### src/inc/wold_map.svh
`ifndef WOLD_MAP_SVH
`define WOLD_MAP_SVH

// ----------------------------------------------------------------
// Magic frame layout
// ----------------------------------------------------------------
`define WOLD_SYNC_BYTE      8'hFF
`define WOLD_SYNC_COUNT     3'h6
`define WOLD_MAC_BYTES      3'h6
`define WOLD_MAC_REPEATS    5'h10

// ----------------------------------------------------------------
// Custom frame window and CRC-32
// ----------------------------------------------------------------
`define WOLD_CUSTOM_WINDOW  7'h40
`define WOLD_CRC_INIT       32'hFFFFFFFF
`define WOLD_CRC_POLY_REFL  32'hEDB88320
`define WOLD_CRC_XOROUT     32'hFFFFFFFF

// ----------------------------------------------------------------
// Output select field bit positions
// ----------------------------------------------------------------
`define WOLD_OSEL_IND_BIT   0
`define WOLD_OSEL_IRQ_BIT   1

// ----------------------------------------------------------------
// Reset values
// ----------------------------------------------------------------
`define WOLD_RST_FLAG       1'h0
`define WOLD_RST_WAKE_N     1'h1

`endif

### src/inc/wold_pkg.sv
package wold_pkg;

	// Magic frame search states, one-hot
	typedef enum logic [2:0] {
		WOLD_HUNT  = 3'h1,
		WOLD_MATCH = 3'h2,
		WOLD_FOUND = 3'h4
	} wold_magic_state_type;

	// Position inside the custom window
	typedef logic [6:0] wold_byte_idx_type;

endpackage

### src/core/wold_crc32.sv
`timescale 1ns/1ps
`default_nettype none
`include "wold_map.svh"

// Byte-wide reflected Ethernet CRC-32 accumulator
module wold_crc32 (
	// Clock and reset
	input  wire logic        clk_sys_in,
	input  wire logic        sys_rst_in,
	// Control
	input  wire logic        init_in,
	input  wire logic        en_in,
	input  wire logic [7:0]  data_in,
	// Result, final inversion applied
	output logic      [31:0] crc_out
);

	// ----------------------------------------------------------------
	// Byte update
	// ----------------------------------------------------------------
	// One byte, LSB first, as the bits arrive on the wire
	function automatic logic [31:0] crc_byte(input logic [31:0] c, input logic [7:0] d);
		logic [31:0] r;
		r = c;
		for (int b = 0; b < 8; b++) begin
			if (r[0] ^ d[b]) begin
				r = (r >> 1) ^ `WOLD_CRC_POLY_REFL;
			end else begin
				r = r >> 1;
			end
		end
		return r;
	endfunction

	logic [31:0] crc_reg;   // Running remainder
	logic [31:0] crc_next;  // Next remainder
	logic [31:0] seed;      // Start value or running value

	// Init may coincide with the first byte of a frame
	assign seed     = init_in ? `WOLD_CRC_INIT : crc_reg;
	assign crc_next = en_in ? crc_byte(seed, data_in) : seed;
	assign crc_out  = crc_reg ^ `WOLD_CRC_XOROUT;

	// Remainder register
	always_ff @(posedge clk_sys_in or posedge sys_rst_in) begin
		if (sys_rst_in) begin
			crc_reg <= `WOLD_CRC_INIT;
		end else begin
			crc_reg <= crc_next;
		end
	end

endmodule

`default_nettype wire

### src/core/wold_detector.sv
`timescale 1ns/1ps
`default_nettype none
`include "wold_map.svh"

// Summary of operation
// - Wake logic idle until global enable set.
// - Magic: six FF bytes, sixteen MAC copies.
// - Valid enabled magic frame asserts wake low.
// - Magic detection visible as status.
// - Masked bytes of first 64 feed CRC.
// - CRC match with expected value wakes.
// - Four custom types, own enable bits.
// - Expected CRC held as low/high halves.
// - 64-bit byte mask in four quarters.
// - Link up/down events wake when enabled.
// - Link change cause reported as status.
// - Strap fields route wake to pins.
// - Output select picks functions per pin.
// - Wake holds until source enable cleared.
// - Wake low active, high when idle.
// - Irq pin polarity follows invert bit.
module wold_detector
	import wold_pkg::*;
#(
	parameter int NUM_TYPES = 4,
	parameter int WINDOW    = 64
) (
	// Clock and reset
	input  wire logic                    clk_sys_in,
	input  wire logic                    sys_rst_in,
	// Receive byte stream
	input  wire logic                    rx_frame_in,
	input  wire logic                    rx_byte_valid_in,
	input  wire logic [7:0]              rx_byte_in,
	input  wire logic                    rx_frame_error_in,
	// Link state
	input  wire logic                    link_up_in,
	// Wake control bits
	input  wire logic                    remote_wake_enable_in,
	input  wire logic                    magic_enable_in,
	input  wire logic [NUM_TYPES-1:0]    custom_enable_in,
	input  wire logic                    link_up_enable_in,
	input  wire logic                    link_down_enable_in,
	input  wire logic [1:0]              out_select_in,
	// Local MAC address
	input  wire logic [15:0]             mac_lo_in,
	input  wire logic [15:0]             mac_mi_in,
	input  wire logic [15:0]             mac_hi_in,
	// Custom frame expected CRC, 16 bits per type
	input  wire logic [NUM_TYPES*16-1:0] custom_crc_lo_in,
	input  wire logic [NUM_TYPES*16-1:0] custom_crc_hi_in,
	// Custom frame byte masks, 16 bits per type
	input  wire logic [NUM_TYPES*16-1:0] byte_mask_q0_in,
	input  wire logic [NUM_TYPES*16-1:0] byte_mask_q1_in,
	input  wire logic [NUM_TYPES*16-1:0] byte_mask_q2_in,
	input  wire logic [NUM_TYPES*16-1:0] byte_mask_q3_in,
	// Pin routing
	input  wire logic                    wake_route_indicator_sel_in,
	input  wire logic                    wake_route_irq_sel_in,
	input  wire logic                    irq_pol_invert_in,
	input  wire logic                    indicator_func_in,
	input  wire logic                    irq_func_n_in,
	// Pins
	output logic                         indicator_pin_one_out,
	output logic                         irq_pin_n_out,
	output logic                         wake_out_on_indicator_out,
	output logic                         wake_out_on_irq_pin_out,
	output logic                         wake_req_n_out,
	// Status
	output logic                         magic_seen_out,
	output logic [NUM_TYPES-1:0]         custom_seen_out,
	output logic                         link_up_seen_out,
	output logic                         link_down_seen_out
);

	// ----------------------------------------------------------------
	// Frame boundaries
	// ----------------------------------------------------------------
	logic frame_prev_reg;  // Frame level one cycle back
	logic frame_start;     // First cycle of a frame
	logic frame_end;       // First cycle after a frame
	logic rx_take;         // Byte accepted this cycle

	assign frame_start = rx_frame_in & ~frame_prev_reg;
	assign frame_end   = ~rx_frame_in & frame_prev_reg;
	assign rx_take     = rx_frame_in & rx_byte_valid_in;

	// Frame level history
	always_ff @(posedge clk_sys_in or posedge sys_rst_in) begin
		if (sys_rst_in) begin
			frame_prev_reg <= 1'h0;
		end else begin
			frame_prev_reg <= rx_frame_in;
		end
	end

	// Error seen anywhere in the frame spoils every match
	logic frame_bad_reg;   // Error latched for this frame
	logic frame_bad_next;  // Next error state

	assign frame_bad_next = frame_start ? rx_frame_error_in
	                      : (frame_bad_reg | (rx_frame_in & rx_frame_error_in));

	// Error latch
	always_ff @(posedge clk_sys_in or posedge sys_rst_in) begin
		if (sys_rst_in) begin
			frame_bad_reg <= 1'h0;
		end else begin
			frame_bad_reg <= frame_bad_next;
		end
	end

	// ----------------------------------------------------------------
	// Magic frame search
	// ----------------------------------------------------------------
	// First MAC byte on the wire is the top byte of the high part
	function automatic logic [7:0] mac_byte(input logic [2:0] idx,
	                                        input logic [47:0] mac);
		logic [7:0] r;
		r = 8'h00;
		case (idx)
			3'h0:    r = mac[47:40];
			3'h1:    r = mac[39:32];
			3'h2:    r = mac[31:24];
			3'h3:    r = mac[23:16];
			3'h4:    r = mac[15:8];
			3'h5:    r = mac[7:0];
			default: r = 8'h00;
		endcase
		return r;
	endfunction

	wold_magic_state_type mstate_reg;   // Search state
	wold_magic_state_type mstate_next;  // Next search state
	logic [2:0]           sync_reg;     // Sync bytes seen, saturates
	logic [2:0]           sync_next;
	logic [2:0]           midx_reg;     // Byte inside MAC copy
	logic [2:0]           midx_next;
	logic [4:0]           rep_reg;      // MAC copies completed
	logic [4:0]           rep_next;
	logic [47:0]          mac_all;      // Whole local address
	logic                 is_sync;      // Byte is all ones
	logic                 mac_hit;      // Byte equals expected MAC byte
	logic                 first_hit;    // Byte equals first MAC byte
	logic                 last_mac;     // Last byte of a copy
	logic                 last_rep;     // Last copy

	assign mac_all   = {mac_hi_in, mac_mi_in, mac_lo_in};
	assign is_sync   = (rx_byte_in == `WOLD_SYNC_BYTE);
	assign mac_hit   = (rx_byte_in == mac_byte(midx_reg, mac_all));
	assign first_hit = (rx_byte_in == mac_byte(3'h0, mac_all));
	assign last_mac  = (midx_reg == `WOLD_MAC_BYTES - 3'h1);
	assign last_rep  = (rep_reg == `WOLD_MAC_REPEATS - 5'h1);

	// Search step per received byte
	always_comb begin
		mstate_next = mstate_reg;
		sync_next   = sync_reg;
		midx_next   = midx_reg;
		rep_next    = rep_reg;
		if (frame_start) begin
			// Fresh frame, fresh search
			mstate_next = WOLD_HUNT;
			sync_next   = 3'h0;
			midx_next   = 3'h0;
			rep_next    = 5'h0;
		end
		if (rx_take) begin
			case (frame_start ? WOLD_HUNT : mstate_reg)
				WOLD_HUNT: begin
					// Extra sync bytes beyond six are tolerated
					if (is_sync && (sync_next != `WOLD_SYNC_COUNT)) begin
						sync_next = sync_next + 3'h1;
					end else if (is_sync) begin
						sync_next = `WOLD_SYNC_COUNT;
					end else if ((sync_next == `WOLD_SYNC_COUNT) && first_hit) begin
						mstate_next = WOLD_MATCH;
						midx_next   = 3'h1;
						rep_next    = 5'h0;
					end else begin
						sync_next = 3'h0;
					end
				end
				WOLD_MATCH: begin
					if (!mac_hit) begin
						// Broken sequence, restart on this byte
						mstate_next = WOLD_HUNT;
						sync_next   = is_sync ? 3'h1 : 3'h0;
					end else if (last_mac && last_rep) begin
						mstate_next = WOLD_FOUND;
					end else if (last_mac) begin
						midx_next = 3'h0;
						rep_next  = rep_reg + 5'h1;
					end else begin
						midx_next = midx_reg + 3'h1;
					end
				end
				WOLD_FOUND: begin
					// Trailing bytes do not undo a find
					mstate_next = WOLD_FOUND;
				end
				default: begin
					mstate_next = WOLD_HUNT;
				end
			endcase
		end
	end

	// Search registers
	always_ff @(posedge clk_sys_in or posedge sys_rst_in) begin
		if (sys_rst_in) begin
			mstate_reg <= WOLD_HUNT;
			sync_reg   <= 3'h0;
			midx_reg   <= 3'h0;
			rep_reg    <= 5'h0;
		end else begin
			mstate_reg <= mstate_next;
			sync_reg   <= sync_next;
			midx_reg   <= midx_next;
			rep_reg    <= rep_next;
		end
	end

	// Judged at frame end so a damaged frame is not accepted
	logic magic_event;
	assign magic_event = frame_end & ~frame_bad_reg & (mstate_reg == WOLD_FOUND);

	// ----------------------------------------------------------------
	// Custom frame CRC
	// ----------------------------------------------------------------
	wold_byte_idx_type bidx_reg;   // Byte position in frame
	wold_byte_idx_type bidx_next;
	logic              in_window;  // Byte inside leading window

	assign in_window = (bidx_next < WINDOW[6:0]);
	assign bidx_next = frame_start ? 7'h00 : bidx_reg;

	// Position counter, saturates just past the window
	always_ff @(posedge clk_sys_in or posedge sys_rst_in) begin
		if (sys_rst_in) begin
			bidx_reg <= 7'h00;
		end else if (rx_take && in_window) begin
			bidx_reg <= bidx_next + 7'h01;
		end else begin
			bidx_reg <= bidx_next;
		end
	end

	logic [NUM_TYPES-1:0] custom_event;  // Match at frame end per type

	genvar t;
	generate
		for (t = 0; t < NUM_TYPES; t++) begin : g_type
			logic [63:0] mask;   // Full byte-select mask
			logic [31:0] want;   // Expected CRC
			logic [31:0] crc;    // Computed CRC
			logic        sel;    // This byte feeds the CRC

			// Quarter q0 covers bytes 0 to 15
			assign mask   = {byte_mask_q3_in[t*16 +: 16], byte_mask_q2_in[t*16 +: 16],
			                 byte_mask_q1_in[t*16 +: 16], byte_mask_q0_in[t*16 +: 16]};
			assign want   = {custom_crc_hi_in[t*16 +: 16], custom_crc_lo_in[t*16 +: 16]};
			assign sel    = rx_take & in_window & mask[bidx_next[5:0]];

			wold_crc32 u_crc (
				.clk_sys_in (clk_sys_in),
				.sys_rst_in (sys_rst_in),
				.init_in    (frame_start),
				.en_in      (sel),
				.data_in    (rx_byte_in),
				.crc_out    (crc)
			);

			// Remainder is final on the cycle after the last byte
			assign custom_event[t] = frame_end & ~frame_bad_reg & (crc == want);
		end
	endgenerate

	// ----------------------------------------------------------------
	// Link change detection
	// ----------------------------------------------------------------
	logic link_prev_reg;   // Link level one cycle back
	logic primed_reg;      // History valid, avoids a false edge at reset
	logic link_rise;
	logic link_fall;

	assign link_rise = primed_reg & link_up_in & ~link_prev_reg;
	assign link_fall = primed_reg & ~link_up_in & link_prev_reg;

	// Link history
	always_ff @(posedge clk_sys_in or posedge sys_rst_in) begin
		if (sys_rst_in) begin
			link_prev_reg <= 1'h0;
			primed_reg    <= 1'h0;
		end else begin
			link_prev_reg <= link_up_in;
			primed_reg    <= 1'h1;
		end
	end

	// ----------------------------------------------------------------
	// Sticky wake sources
	// ----------------------------------------------------------------
	// Clear is by dropping the enable, which also blocks the set,
	// so a set and a clear can never meet in one cycle
	logic                 magic_reg;
	logic                 magic_next;
	logic [NUM_TYPES-1:0] custom_reg;
	logic [NUM_TYPES-1:0] custom_next;
	logic                 lup_reg;
	logic                 lup_next;
	logic                 ldn_reg;
	logic                 ldn_next;
	logic                 armed;  // Global enable

	assign armed       = remote_wake_enable_in;
	assign magic_next  = magic_enable_in & (magic_reg | (armed & magic_event));
	assign custom_next = custom_enable_in
	                   & (custom_reg | ({NUM_TYPES{armed}} & custom_event));
	assign lup_next    = link_up_enable_in & (lup_reg | (armed & link_rise));
	assign ldn_next    = link_down_enable_in & (ldn_reg | (armed & link_fall));

	// Source flags
	always_ff @(posedge clk_sys_in or posedge sys_rst_in) begin
		if (sys_rst_in) begin
			magic_reg  <= `WOLD_RST_FLAG;
			custom_reg <= '0;
			lup_reg    <= `WOLD_RST_FLAG;
			ldn_reg    <= `WOLD_RST_FLAG;
		end else begin
			magic_reg  <= magic_next;
			custom_reg <= custom_next;
			lup_reg    <= lup_next;
			ldn_reg    <= ldn_next;
		end
	end

	assign magic_seen_out     = magic_reg;
	assign custom_seen_out    = custom_reg;
	assign link_up_seen_out   = lup_reg;
	assign link_down_seen_out = ldn_reg;

	// ----------------------------------------------------------------
	// Wake output and pin routing
	// ----------------------------------------------------------------
	logic wake_n_reg;   // Low while any source holds
	logic wake_n_next;
	logic ind_route;    // Indicator pin carries wake
	logic irq_route;    // Irq pin carries wake
	logic irq_wake;     // Wake level on irq pin after polarity

	assign wake_n_next = ~(magic_next | (|custom_next) | lup_next | ldn_next);

	// Registered so the pin never glitches
	always_ff @(posedge clk_sys_in or posedge sys_rst_in) begin
		if (sys_rst_in) begin
			wake_n_reg <= `WOLD_RST_WAKE_N;
		end else begin
			wake_n_reg <= wake_n_next;
		end
	end

	assign ind_route = wake_route_indicator_sel_in & out_select_in[`WOLD_OSEL_IND_BIT];
	assign irq_route = wake_route_irq_sel_in & out_select_in[`WOLD_OSEL_IRQ_BIT];
	assign irq_wake  = wake_n_reg ^ irq_pol_invert_in;

	assign wake_req_n_out            = wake_n_reg;
	assign wake_out_on_indicator_out = ind_route ? wake_n_reg : 1'h1;
	assign wake_out_on_irq_pin_out   = irq_route ? irq_wake : ~irq_pol_invert_in;
	assign indicator_pin_one_out     = ind_route ? wake_n_reg : indicator_func_in;
	assign irq_pin_n_out             = irq_route ? irq_wake : irq_func_n_in;

endmodule

`default_nettype wire

### config.mk
export PLATFORM = sky130hd
export DESIGN_NAME = wold_detector
export DESIGN_NICKNAME = d
export VERILOG_FILES = /design/src/inc/wold_pkg.sv /design/src/core/wold_crc32.sv /design/src/core/wold_detector.sv
export VERILOG_INCLUDE_DIRS = /design/src /design/src/inc
export SDC_FILE = /design/constraint.sdc
export NUM_CORES = 1
export LEC_CHECK = 0
export ABC_AREA = 1
export BUFFER_PORTS_ARGS = -buffer_cell sky130_fd_sc_hd__clkbuf_2
export CORE_MARGIN = 5
export CORE_UTILIZATION = 36
export CTS_BUF_LIST = sky130_fd_sc_hd__clkbuf_2
export CTS_CLUSTER_DIAMETER = 30
export DETAILED_ROUTE_END_ITERATION = 7
export SYNTH_ARGS = -nofsm -noshare
export SYNTH_HDL_FRONTEND = slang
export SYNTH_SLANG_ARGS = --single-unit
### constraint.sdc
create_clock -name clk_sys_in -period 9.54 [get_ports clk_sys_in]
set_input_delay 0.954 -clock clk_sys_in [delete_from_list [all_inputs] [get_ports clk_sys_in]]
set_output_delay 0.954 -clock clk_sys_in [all_outputs]
set_load 0.05 [all_outputs]
After elaboration in Yosys (flattened, before gate mapping)
Index checks and enable logic that the tools add are counted.
{"block": "totals", "register_bits": 161, "inputBits": 461, "out_inout_bits": 12, "wordCells": 252}
{"block": "op_classes", "addsub": 4, "n_lt_le_gt_ge": 2, "eq_ne": 19, "n_mux": 90, "n_bitwise": 113, "reduce_logical": 6}
{"operator": "two-way mux 32 bit", "n": 40}
{"operator": "NOT 13 -> 14 bit", "n": 32}
{"operator": "equality test 32 bit", "n": 4}
{"operator": "NOT 32 bit", "n": 4}
{"operator": "two-way mux 3 bit", "n": 21}
{"operator": "one-hot mux 8 bit (6 select lines)", "n": 1}
{"operator": "two-way mux 5 bit", "n": 8}
{"operator": "bitwise XOR 1 bit", "n": 33}
{"operator": "bitwise AND 1 bit", "n": 27}
{"operator": "binary-select mux 1 bit (select 6 bit)", "n": 4}
{"operator": "equality test 8 bit", "n": 2}
{"operator": "equality test 3 bit, second input constant", "n": 5}
{"operator": "two-way mux 7 bit", "n": 2}
{"operator": "one-hot mux 3 bit (2 select lines)", "n": 2}
{"operator": "two-way mux 1 bit", "n": 10}
{"operator": "one-hot mux 5 bit (2 select lines)", "n": 1}
{"operator": "equality test 3 x 2 -> 1 bit, second input constant", "n": 3}
{"operator": "one-hot mux 3 bit (3 select lines)", "n": 1}
{"operator": "bitwise AND 4 bit", "n": 2}
{"operator": "equality test 8 bit, second input constant", "n": 1}
{"operator": "adder 7 x 1 -> 7 bit, second input constant", "n": 1}
{"operator": "less-than comparator 6 x 7 -> 1 bit, second input constant", "n": 1}
{"operator": "less-than comparator 7 bit, second input constant", "n": 1}
{"operator": "NOT 1 bit", "n": 7}
{"operator": "other kinds (10)", "n": 21}

Logic depth before layout (Yosys ltp)
Gate-level depths: netlist of the first run.
{"block": "depth", "word_depth": 20, "ltp_mapped": 20, "mapped_depth_nobuf": 18}

Cells and area by module
Synthesis of the first run repeated with hierarchy kept, for this count alone.
{"block": "unflattened", "cells_unflattened": 3017, "hier_area_um2": 18300.1}
{"module": "wold_crc32 at g_type[1].u_crc ...", "instances": 3, "cells_per_inst": 404, "area_per_inst_um2": 2778.9, "seq_area_each_um2": 840.8}
{"module": "wold_detector", "instances": 1, "cells_per_inst": 1362, "area_per_inst_um2": 7106.8, "seq_area_each_um2": 828.3}
{"module": "wold_crc32 at g_type[0].u_crc", "instances": 1, "cells_per_inst": 443, "area_per_inst_um2": 2856.5, "seq_area_each_um2": 840.8}

Least setup slack after synthesis of the first run
OpenSTA, ideal clock, no wires.
{"block": "synth_path", "kind": "input to output", "from": "in wake_route_irq_sel_in", "to": "out wake_out_on_irq_pin_out", "arrival_time_ps": 2149, "required_time_ps": 8586, "setup_slack_ps": 6437, "path_stages": 3, "path_buffers": 0, "path_cell_list": "nand2_1 > inv_1 > o21ai_0"}
{"block": "synth_via", "elab_chain_cells": 2}
{"item": "start, declared", "line_no": "wold_detector.sv:59", "text": "input wire logic wake_route_irq_sel_in,"}
{"item": "bitwise AND 1 bit", "line_no": "wold_detector.sv:364", "text": "assign irq_route = wake_route_irq_sel_in & out_select_in[`WOLD_OSEL_IRQ_BIT];"}
{"item": "two-way mux 1 bit", "line_no": "wold_detector.sv:369", "text": "assign wake_out_on_irq_pin_out = irq_route ? irq_wake : ~irq_pol_invert_in;"}
{"item": "end, declared", "line_no": "wold_detector.sv:67", "text": "output logic wake_out_on_irq_pin_out,"}
No other way between the ends.

Worst setup path after layout of the first run
{"block": "layout_path", "from": "reg frame_prev_reg", "to": "reg g_type[1].u_crc.crc_reg[27]"}
{"block": "layout_via", "elab_chain_cells": 16}
{"item": "start, declared", "line_no": "wold_detector.sv:79", "text": "logic frame_prev_reg;"}
{"item": "start signal, assigned", "line_no": "wold_detector.sv:93", "text": "frame_prev_reg <= rx_frame_in;"}
{"item": "NOT 1 bit (*)", "line_no": "wold_detector.sv:84", "text": "assign frame_start = rx_frame_in & ~frame_prev_reg;"}
{"item": "bitwise AND 1 bit (*)", "line_no": "wold_detector.sv:84"}
{"item": "two-way mux 32 bit", "line_no": "wold_crc32.sv:40", "text": "assign seed = init_in ? `WOLD_CRC_INIT : crc_reg;"}
{"item": "two-way mux 32 bit (3 in series)", "line_no": "wold_crc32.sv:26", "text": "if (r[0] ^ d[b]) begin"}
{"item": "bitwise XOR 1 bit", "line_no": "wold_crc32.sv:26"}
{"item": "two-way mux 32 bit", "line_no": "wold_crc32.sv:26"}
{"item": "NOT 13 -> 14 bit (no line)"}
{"item": "two-way mux 32 bit", "line_no": "wold_crc32.sv:26"}
{"item": "NOT 13 -> 14 bit (no line)"}
{"item": "two-way mux 32 bit (2 in series)", "line_no": "wold_crc32.sv:26"}
{"item": "NOT 13 -> 14 bit (no line)"}
{"item": "two-way mux 32 bit", "line_no": "wold_crc32.sv:26"}
{"item": "two-way mux 32 bit (*)", "line_no": "wold_crc32.sv:41", "text": "assign crc_next = en_in ? crc_byte(seed, data_in) : seed;"}
{"item": "net g_type[1].u_crc.crc_next[27]", "line_no": "wold_crc32.sv:36", "text": "logic [31:0] crc_next;"}
{"item": "end signal, assigned", "line_no": "wold_crc32.sv:47", "text": "crc_reg <= `WOLD_CRC_INIT;"}
{"item": "end signal, assigned", "line_no": "wold_crc32.sv:49", "text": "crc_reg <= crc_next;"}
{"item": "end, declared", "line_no": "wold_crc32.sv:35", "text": "logic [31:0] crc_reg;"}
The timed path passes the listed nets; every way through them passes the cells marked *. The select of a mux whose other input is x is not followed.

==> results of run 1 <==
[cell type report]
| cell class | instances | area, um2 |
|---|---|---|
| Clock inverter | 13 | 145 |
| Inverter | 204 | 772 |
| Fill cell | 4836 | 25900 |
| Multi-Input combinational cell | 2054 | 11000 |
| Clock buffer | 19 | 95.1 |
| Antenna cell | 5 | 12.5 |
| Sequential cell | 161 | 4190 |
| Tap cell | 600 | 751 |
| Timing Repair Buffer | 485 | 2460 |
[where the power goes]
group / total, mW / switching (mW) / leakage (nW) / internal (mW)
sequential: 1.30 / 0.204 / 1.79 / 1.10
clock: 0.414 / 0.270 / 0.144 / 0.144
combinational: 3.19 / 1.93 / 8.20 / 1.26
total: 4.91 / 2.41 / 10.1 / 2.50
[metrics by stage]
| step | worst slack [ps] | power, mW | area [um2] | instances |
|---|---|---|---|---|
| floorplan | 4450 | 3.71 | 16500 | 2533 |
| global placement | 2360 | 4.45 | 19200 | 3504 |
| detailed placement | 2170 | 4.49 | 19200 | 3504 |
| CTS | 2770 | 4.93 | 19500 | 3536 |
| global route | 2030 | 5.34 | 19500 | 3541 |
| finish | 2730 | 4.91 | 19500 | 3541 |
[cells in the mapped netlist, types with 4 or more instances]
cell type  instances
o211ai_1          11
buf_2             51
nand2_1          854
o21bai_1           5
nand2_2           18
xor2_1           183
o21ai_1           18
or2_2             98
buf_1              5
xor2_2            19
nor3_1            16
a21oi_1           26
dfrtp_1           31
dfstp_2          130
nand3_1          329
xor2_4             4
o22ai_1            4
nand3b_1           5
nor4_1            11
clkbuf_1          43
inv_1            191
a31oi_1            8
inv_2              8
nor2_1           108
ha_1               6
clkinv_1           5
buf_4             14
a211oi_1           9
o21ai_0          110
nand4_1           61
o21a_1            11
xnor2_1          113
[metal layers]
metal / vias up / share of wire, % / routed length [um] / track usage (%)
met3: 92 / 5.4 / 3600 / 3.46
met1: 8494 / 42 / 28000 / 32.6
li1: 8877 / - / - / -
met2: 646 / 50 / 33500 / 45.3
met4: 6 / 3.0 / 2040 / 7.96
met5: - / 0.074 / 50 / 0
[cell families (layout without fill, tap and decap cells)]
logic type | after synthesis | count (layout) | share of synthesized area, %
compound gates | 209 | 209 | 7.11
xor+xnor | 324 | 324 | 18.8
fa+ha+maj | 6 | 6 | 0.454
buf+inv | 318 | 721 | 7.97
flops | 161 | 161 | 25.3
other cells | 1 | 6 | 0.0227
simple gates | 1514 | 1514 | 40.3
[worst max-delay path by stage]
stage | startpoint | endpoint
CTS | frame_prev_reg | g_type[1].u_crc.crc_reg[27]
floorplan | sys_rst_in | bidx_reg[0]
detailed placement | rx_frame_in | g_type[1].u_crc.crc_reg[20]
global placement | rx_frame_in | g_type[1].u_crc.crc_reg[31]
finish | frame_prev_reg | g_type[1].u_crc.crc_reg[27]
global route | frame_prev_reg | g_type[1].u_crc.crc_reg[3]
==> results.yml, run 1 <==
run_status:
  status: "finished clean"
min_path:
  min_to: "link_prev_reg"
  hp-class: "in2reg"
  min_from: "link_up_in"
  holdPathStages: 1
worst_setup_path:
  cp_slowest_cell: "clkinv_2"
  r2r_start: "frame_prev_reg"
  required_ps: 10300
  crit_buf_inv: 5
  cp.arrival_ps: 7570
  path_delay_family: "buffers and inverters"
  path_common_cell: "nand3_1"
  cp.depth: 16
  r2r_slack_ps: 2730
  worstSetupPathType: "reg2reg"
  max_stage_delay_ps: 1220
  cp-end-kind: "register"
  crit_chain: "inv_2 -> nand2_4 -> nand2_4 -> buf_4 -> clkinv_2 -> buf_4 -> nand2_1 -> nand3_1 -> nand3_1 -> nand3_1 -> nand3_1 -> nand3_1 -> nand3_1 -> buf_4 -> nand2_1 -> nand2_1"
  timing.reg2reg.worst_path_depth: 16
  timing.rr.end: "g_type[1].u_crc.crc_reg[27]"
  crit_fanout: 124
  start_kind: "register"
global_routing:
  antenna_found_initial: 10
  grt_overflow: 0
  grtUsageTotal_pct: 25.7
  grt_pass1_vias: 17700
  grt_pass1_wl_mm: 102
  grt_max_degree: 125
floorplan:
  coreArea_um2: 45400
  ioPinCount: 473
  fp-row-count: 78
  die_area_um2: 50300
  die_w_um: 224
  die_h_um: 224
  initial_core_util_pct: 36.4
routing:
  dr.pass1.iters: 6
  detail-route-antenna-nets: 0
  avgViaCountPerCell: 5.12
  wire_per_inst_um: 19.0
  route.detailed.drc: 0
  wirelength_mm: 67.2
  drtIter0Drc: 1232
  dr_total_vias: 18100
sta:
  skew_ps: 51.7
  holdWs_ps: 266
  fmax_mhz: 147
  finalSetupViolCount: 0
  hold_violations: 0
  period_share_pct: 71.4
  slew_headroom_pct: 3.85
  worst_pin_slew_ps: 1440
  rsz0062_at_grt: "false"
  min_period_ps: 6810
  drv_slew: 0
  tns_ps: 0
clock_network:
  cts_resized: 0
  cts_tree: "yes"
  htreeDepth: 4
  clk_path_buf_depth: 2
  worstSkewPairLatency_ps: 850
  cts_buffers: 17
  path_clk_slew_ps: 210
  cts_hold_buf: 0
  postCtsSetupBuffers: 0
  cts-root-buf: "clkbuf_2"
  cts.sinks: 161
layout:
  drive_gt1_share_pct: 27.4
  largest_register_ffs: 128
  syn2layout_area_growth_pct: 17.7
  layout.nets: 3390
  layout_common_cells: "nand2_1 (853), clkbuf_2 (491), nand3_1 (329), inv_1 (190), xor2_1 (183)"
  finish.utilization_pct: 42.9
  final_common_cell: "nand2_1"
synthesis:
  synth-main-ff-cell: "dfstp_2"
  synth_edf_count: 0
  synth_area_leaders: "dfstp_2 (21%), nand2_1 (19%), nand3_1 (10%), xor2_1 (9.7%), xnor2_1 (6.0%)"
  syn-num-nets: 3000
  ys_warn_count: 0
  synth_cell_type_count: 48
  synth_top_area_share_pct: 20.7
  syn-cell-area_um2: 16500
  yosysTopAreaCell: "dfstp_2"
  synthArstFlopShare_pct: 100
  ys_seq_elements: 161
  synth_cells: 2533
  ys_seq_area_share_pct: 25.3
  avgSynthCellArea_um2: 6.53
pwr:
  p_leak_nw: 10.1
  peakVddDrop_uv: 98.1
  powerDensity_nw_per_um2: 252
placement:
  io_buffers: 472
  gp_congestion: 0.955
  place_hpwl_mm: 52.9
job:
  drv_cap: 0
(Power assumes the default switching activity.)
==> inputs of run 2 (changes only) <==
ABC_AREA = 0   (was 1)
clock period = 7.15 ns   (was 9.54 ns; I/O delays follow)
==> results.yml, run 2 <==
run_status:
  status: "finished clean"
worst_setup_path:
  crit_buf_inv: 2
  cp-end-kind: "register"
  timing.rr.end: "g_type[3].u_crc.crc_reg[18]"
  timing.reg2reg.worst_path_depth: 10
  crit_chain: "nand2b_4 -> nand2_1 -> inv_2 -> mux4_2 -> a22oi_1 -> o211ai_1 -> nand4_1 -> buf_4 -> nor3b_1 -> a221oi_1"
  required_ps: 7790
  start_kind: "register"
  cp_slowest_cell: "inv_2"
  r2r_start: "frame_prev_reg"
  max_stage_delay_ps: 640
  r2r_slack_ps: 2590
  worstSetupPathType: "reg2reg"
  crit_fanout: 76
  path_delay_family: "simple AND/OR/NAND/NOR gates"
  cp.arrival_ps: 5200
synthesis:
  ys_seq_area_share_pct: 28.1
  ys_warn_count: 0
  syn-cell-area_um2: 14900
  synth_top_area_share_pct: 22.9
  synthArstFlopShare_pct: 100
  synth_edf_count: 0
  syn-num-nets: 2062
  synth-main-ff-cell: "dfstp_2"
  synthTopCellsByCount: "nor2_1 (166), xor2_1 (165), xnor2_1 (133), dfstp_2 (130), a21oi_1 (103)"
  avgSynthCellArea_um2: 9.35
  synth_cells: 1595
  synth_cell_type_count: 95
  yosysTopAreaCell: "dfstp_2"
  synth_most_common_cell: "nor2_1"
  ys_seq_elements: 161
  synth_area_leaders: "dfstp_2 (23%), xor2_1 (9.7%), xnor2_1 (7.8%), mux4_2 (5.9%), dfrtp_1 (5.2%)"
global_routing:
  antenna_found_initial: 5
  grt_pass1_wl_mm: 82.9
  grt_pass1_vias: 13900
  grt_max_degree: 167
  grtUsageTotal_pct: 23.5
  grt_overflow: 0
placement:
  gp_congestion: 0.924
  pre_cts_ws_ps: 2200
  place_hpwl_mm: 43.8
  io_buffers: 472
pwr:
  comb_power_share_pct: 60.0
  power.total_mw: 5.93
  p_switching_mw: 2.64
  powerDensity_nw_per_um2: 333
  seqPwrFrac_pct: 29.9
  clockPowerShare_pct: 10.0
  p_leak_nw: 7.23
  peakVddDrop_uv: 153
  p_int_mw: 3.29
  swShare_pct: 44.5
floorplan:
  die_area_um2: 45600
  ioPinCount: 473
  die_w_um: 213
  fp-row-count: 74
  coreArea_um2: 40900
  initial_core_util_pct: 36.4
  die_h_um: 213
layout:
  final_common_cell: "clkbuf_2"
  layout_common_cells: "clkbuf_2 (491), nor2_1 (166), xor2_1 (165), xnor2_1 (133), dfstp_2 (130)"
  syn2layout_area_growth_pct: 19.4
  drive_gt1_share_pct: 38.6
  finish.utilization_pct: 43.5
  largest_register_ffs: 128
  layout.nets: 2465
  fill_cells: 4062
sta:
  worst_pin_slew_ps: 1040
  tns_ps: 0
  fmax_mhz: 219
  rsz0062_at_grt: "false"
  period_share_pct: 63.8
  min_period_ps: 4560
  finalSetupViolCount: 0
  holdWs_ps: 28.5
  skew_ps: 60.3
  hold_violations: 0
  drv_slew: 0
  layout_setup_ws_ps: 2590
  slew_headroom_pct: 30.4
min_path:
  hp-class: "in2async"
clock_network:
  cts_buffers: 17
  path_clk_slew_ps: 260
  cts_tree: "yes"
  cts-root-buf: "clkbuf_2"
  worstSkewPairLatency_ps: 770
  cts.sinks: 161
  htreeDepth: 4
  clk_path_buf_depth: 2
routing:
  wirelength_mm: 56.0
  wire_per_inst_um: 22.0
  avgViaCountPerCell: 5.58
  detail-route-antenna-nets: 0
  drtIter0Drc: 1074
  dr.pass1.iters: 6
  dr_total_vias: 14200
  route.detailed.drc: 0
job:
  drv_cap: 0
==> run 2: cell count changes after synthesis, moves of 40 or more <==
cell and delta:
nor3_1 +44, a21oi_1 +77, mux2i_1 +66, o21ai_0 -67, nand3_1 -304, nand2_1 -791, a211oi_1 +41, inv_1 -178
xnor2_2 +40, or2_2 -93, nor2_1 +58
==> run 2: kinds of logic (layout without fill, tap and decap cells) <==
group           after synthesis  count (layout)  share of synthesized area [%]
fa+ha+maj                     6               6                          0.504
buf+inv                     119             535                           4.47
flops                       161             161                           28.1
mux                         114             114                           11.0
xor+xnor                    341             341                           22.2
simple gates                520             520                           18.6
compound gates              333             333                           15.1
other cells                   1               3                         0.0252
==> run 2: power by group through the flow <==
stage / clock network (mW) / registers, mW / logic [mW]
6_report: 0.595 / 1.78 / 3.56
5_1_grt: 0.653 / 1.82 / 3.89
4_1_cts: 0.621 / 1.77 / 3.55
3_5_place_dp: 0 / 1.79 / 3.52
3_3_place_gp: 0 / 1.78 / 3.46
2_1_floorplan: 0 / 1.64 / 2.81
==> run 2: repair_timing <==
| item | in CTS | in global routing |
|---|---|---|
| endpoints found under the hold margin | 1 | 0 |
| resized for setup | 0 | 0 |
| buffers inserted | 0 | 0 |
| hold buffers | 1 | 0 |
==> run 2: worst max-delay path by stage <==
| stage | start | end | cells after the start |
|---|---|---|---|
| after floorplan | sys_rst_in | bidx_reg[0] | 1 |
| after global placement | rx_frame_in | g_type[3].u_crc.crc_reg[23] | 11 |
| final | frame_prev_reg | g_type[3].u_crc.crc_reg[18] | 10 |
| after CTS | frame_prev_reg | g_type[3].u_crc.crc_reg[18] | 10 |
| after global routing | frame_prev_reg | g_type[3].u_crc.crc_reg[18] | 10 |
| after detailed placement | rx_frame_in | g_type[3].u_crc.crc_reg[23] | 11 |
==> run 2: layout make-up <==
type | count | area (um2) | share of cell area (%)
Sequential cell | 161 | 4190 | 23.6
Clock buffer | 19 | 95.1 | 0.534
Antenna cell | 2 | 5.00 | 0.0281
Tap cell | 532 | 666 | 3.74
Clock inverter | 13 | 183 | 1.03
Multi-Input combinational cell | 1315 | 10100 | 56.7
Timing Repair Buffer | 488 | 2500 | 14.0
Inverter | 15 | 61.3 | 0.345
==> run 2: metal layers <==
layer  up-vias  routed length [um]  global-route usage [%]
met5         -                  39                       0
met4         6                 982                    4.52
met3        67                4210                    4.52
met2       582               24800                    36.0
met1      6902               25900                    34.9
li1       6637                   -                       -
==> run 2: per-stage QoR <==
stage | cells | instance area (um2)
finish | 2545 | 17800
global route | 2544 | 17800
CTS | 2543 | 17800
detailed placement | 2510 | 17500
global placement | 2510 | 17500
floorplan | 1595 | 14900
==> inputs of run 3 (changes only) <==
clock period = 4.2 ns   (was 7.15 ns; I/O delays follow)
==> results.yml, run 3 (same netlist as run 2, synthesis figures left out) <==
worst_setup_path:
  cp-end-kind: "register"
  timing.rr.end: "midx_reg[2]"
  start_kind: "register"
  r2r_start: "midx_reg[0]"
  crit_fanout: 19
  cp.arrival_ps: 4240
  worstSetupPathType: "reg2reg"
  timing.reg2reg.worst_path_depth: 10
  r2r_slack_ps: 690
  required_ps: 4930
sta:
  tns_ps: 0
  min_period_ps: 3510
  period_share_pct: 83.5
  skew_ps: 48.9
  worst_pin_slew_ps: 1100
  fmax_mhz: 285
  slew_headroom_pct: 26.7
  hold_violations: 0
  layout_setup_ws_ps: 695
  finalSetupViolCount: 0
  drv_slew: 0
  rsz0062_at_grt: "false"
global_routing:
  grt_max_degree: 162
  grt_pass1_vias: 14100
  antenna_found_initial: 9
  grt_pass1_wl_mm: 83.5
  grt_overflow: 0
  grtUsageTotal_pct: 23.7
floorplan:
  ioPinCount: 473
  fp-row-count: 74
  die_area_um2: 45600
  coreArea_um2: 40900
  die_w_um: 213
  initial_core_util_pct: 36.4
  die_h_um: 213
placement:
  place_hpwl_mm: 44.6
  place_area_um2: 17800
  gp_congestion: 0.936
  pre_cts_ws_ps: 792
  io_buffers: 472
job:
  drv_cap: 0
layout:
  drive_gt1_share_pct: 39.0
  final_common_cell: "clkbuf_2"
  finish.utilization_pct: 44.4
  finalInstanceArea_um2: 18200
  layout_common_cells: "clkbuf_2 (490), nor2_1 (166), xor2_1 (165), xnor2_1 (133), dfstp_2 (130)"
  largest_register_ffs: 128
  syn2layout_area_growth_pct: 21.8
  layout.nets: 2498
min_path:
  min_from: "custom_crc_hi_in[44]"
  hp-class: "in2reg"
  holdPathStages: 5
  min_to: "custom_seen_out[2]"
routing:
  drtIter0Drc: 1283
  detail-route-antenna-nets: 0
  wire_per_inst_um: 21.7
  route.detailed.drc: 0
  dr_total_vias: 14300
  wirelength_mm: 56.0
  dr.pass1.iters: 5
  avgViaCountPerCell: 5.54
pwr:
  peakVddDrop_uv: 290
  powerDensity_nw_per_um2: 559
  p_leak_nw: 7.41
clock_network:
  path_clk_slew_ps: 270
  cts_tree: "yes"
  htreeDepth: 4
  postCtsSetupBuffers: 0
  worstSkewPairLatency_ps: 800
  cts.sinks: 161
  cts_buffers: 17
  clk_path_buf_depth: 2
  cts_resized: 0
  cts-root-buf: "clkbuf_2"
run_status:
  status: "finished clean"
[run 3: changes by cell type in the layout (fill, tap and decap cells not counted), sizes merged, moves of 2 or more]
cell | previous run | this run
clkinvlp | 1 | 4
dlygate4sd3 | 1 | 13
buf | 15 | 36
clkinv | 6 | 3
inv | 17 | 19
[run 3: through the flow]
step,power (mW),std cells,hold WS [ps]
after CTS,10.2,2576,12.5
after global routing,10.9,2578,17.0
after detailed placement,9.12,2531,505
final,10.2,2579,88.6
after floorplan,7.58,1595,451
after global placement,9.03,2531,502
[run 3: per-layer routing]
metal,part of all wire [%],routed length (um),track usage [%]
met1,46,25700,34.8
met2,45,25000,36.0
met3,8.2,4610,5.52
met4,1.3,702,4.54
met5,0.13,74,0
[run 3: worst max-delay path by stage]
| stage | from | end | slack [ps] | cells past startpoint |
|---|---|---|---|---|
| after floorplan | midx_reg[2] | rep_reg[3] | 1050 | 13 |
| after global placement | rx_frame_in | g_type[2].u_crc.crc_reg[19] | 790 | 10 |
| after detailed placement | rx_frame_in | g_type[3].u_crc.crc_reg[16] | 790 | 12 |
| after CTS | midx_reg[0] | midx_reg[2] | 750 | 10 |
| after global routing | midx_reg[0] | rep_reg[3] | 470 | 10 |
| final | midx_reg[0] | midx_reg[2] | 690 | 10 |
[run 3: report_power, final]
| group | leakage, nW | switching, mW | internal [mW] |
|---|---|---|---|
| Clock | 0.154 | 0.654 | 0.346 |
| Sequential | 1.79 | 0.648 | 2.41 |
| Combinational | 5.47 | 3.24 | 2.85 |
[run 3: what timing repair did]
action	in CTS	in global routing
endpoints found under the hold margin	42	0
endpoints found under the setup margin	0	0
hold buffers	13	0
[run 3: layout make-up]
class / instances / area, um2
flip-flops and latches: 161 / 4190
well taps: 532 / 666
diodes: 3 / 7.51
fillers: 4036 / 22800
repair buffers: 521 / 2880
multi-input cells: 1315 / 10100
clock inverters: 14 / 178
inverters: 15 / 60.1
clock buffers: 18 / 90.1
[run 3: worst max-delay path, cell delays in order, from the launching register on]
cell and delay [ps]:
dfrtp_1 670, and2_1 280, ha_1 290, and2_2 230, a222oi_1 270, o221a_2 250
o2111ai_2 140, nor4b_4 560, nand3_2 250, or3b_1 400, o211ai_1 100
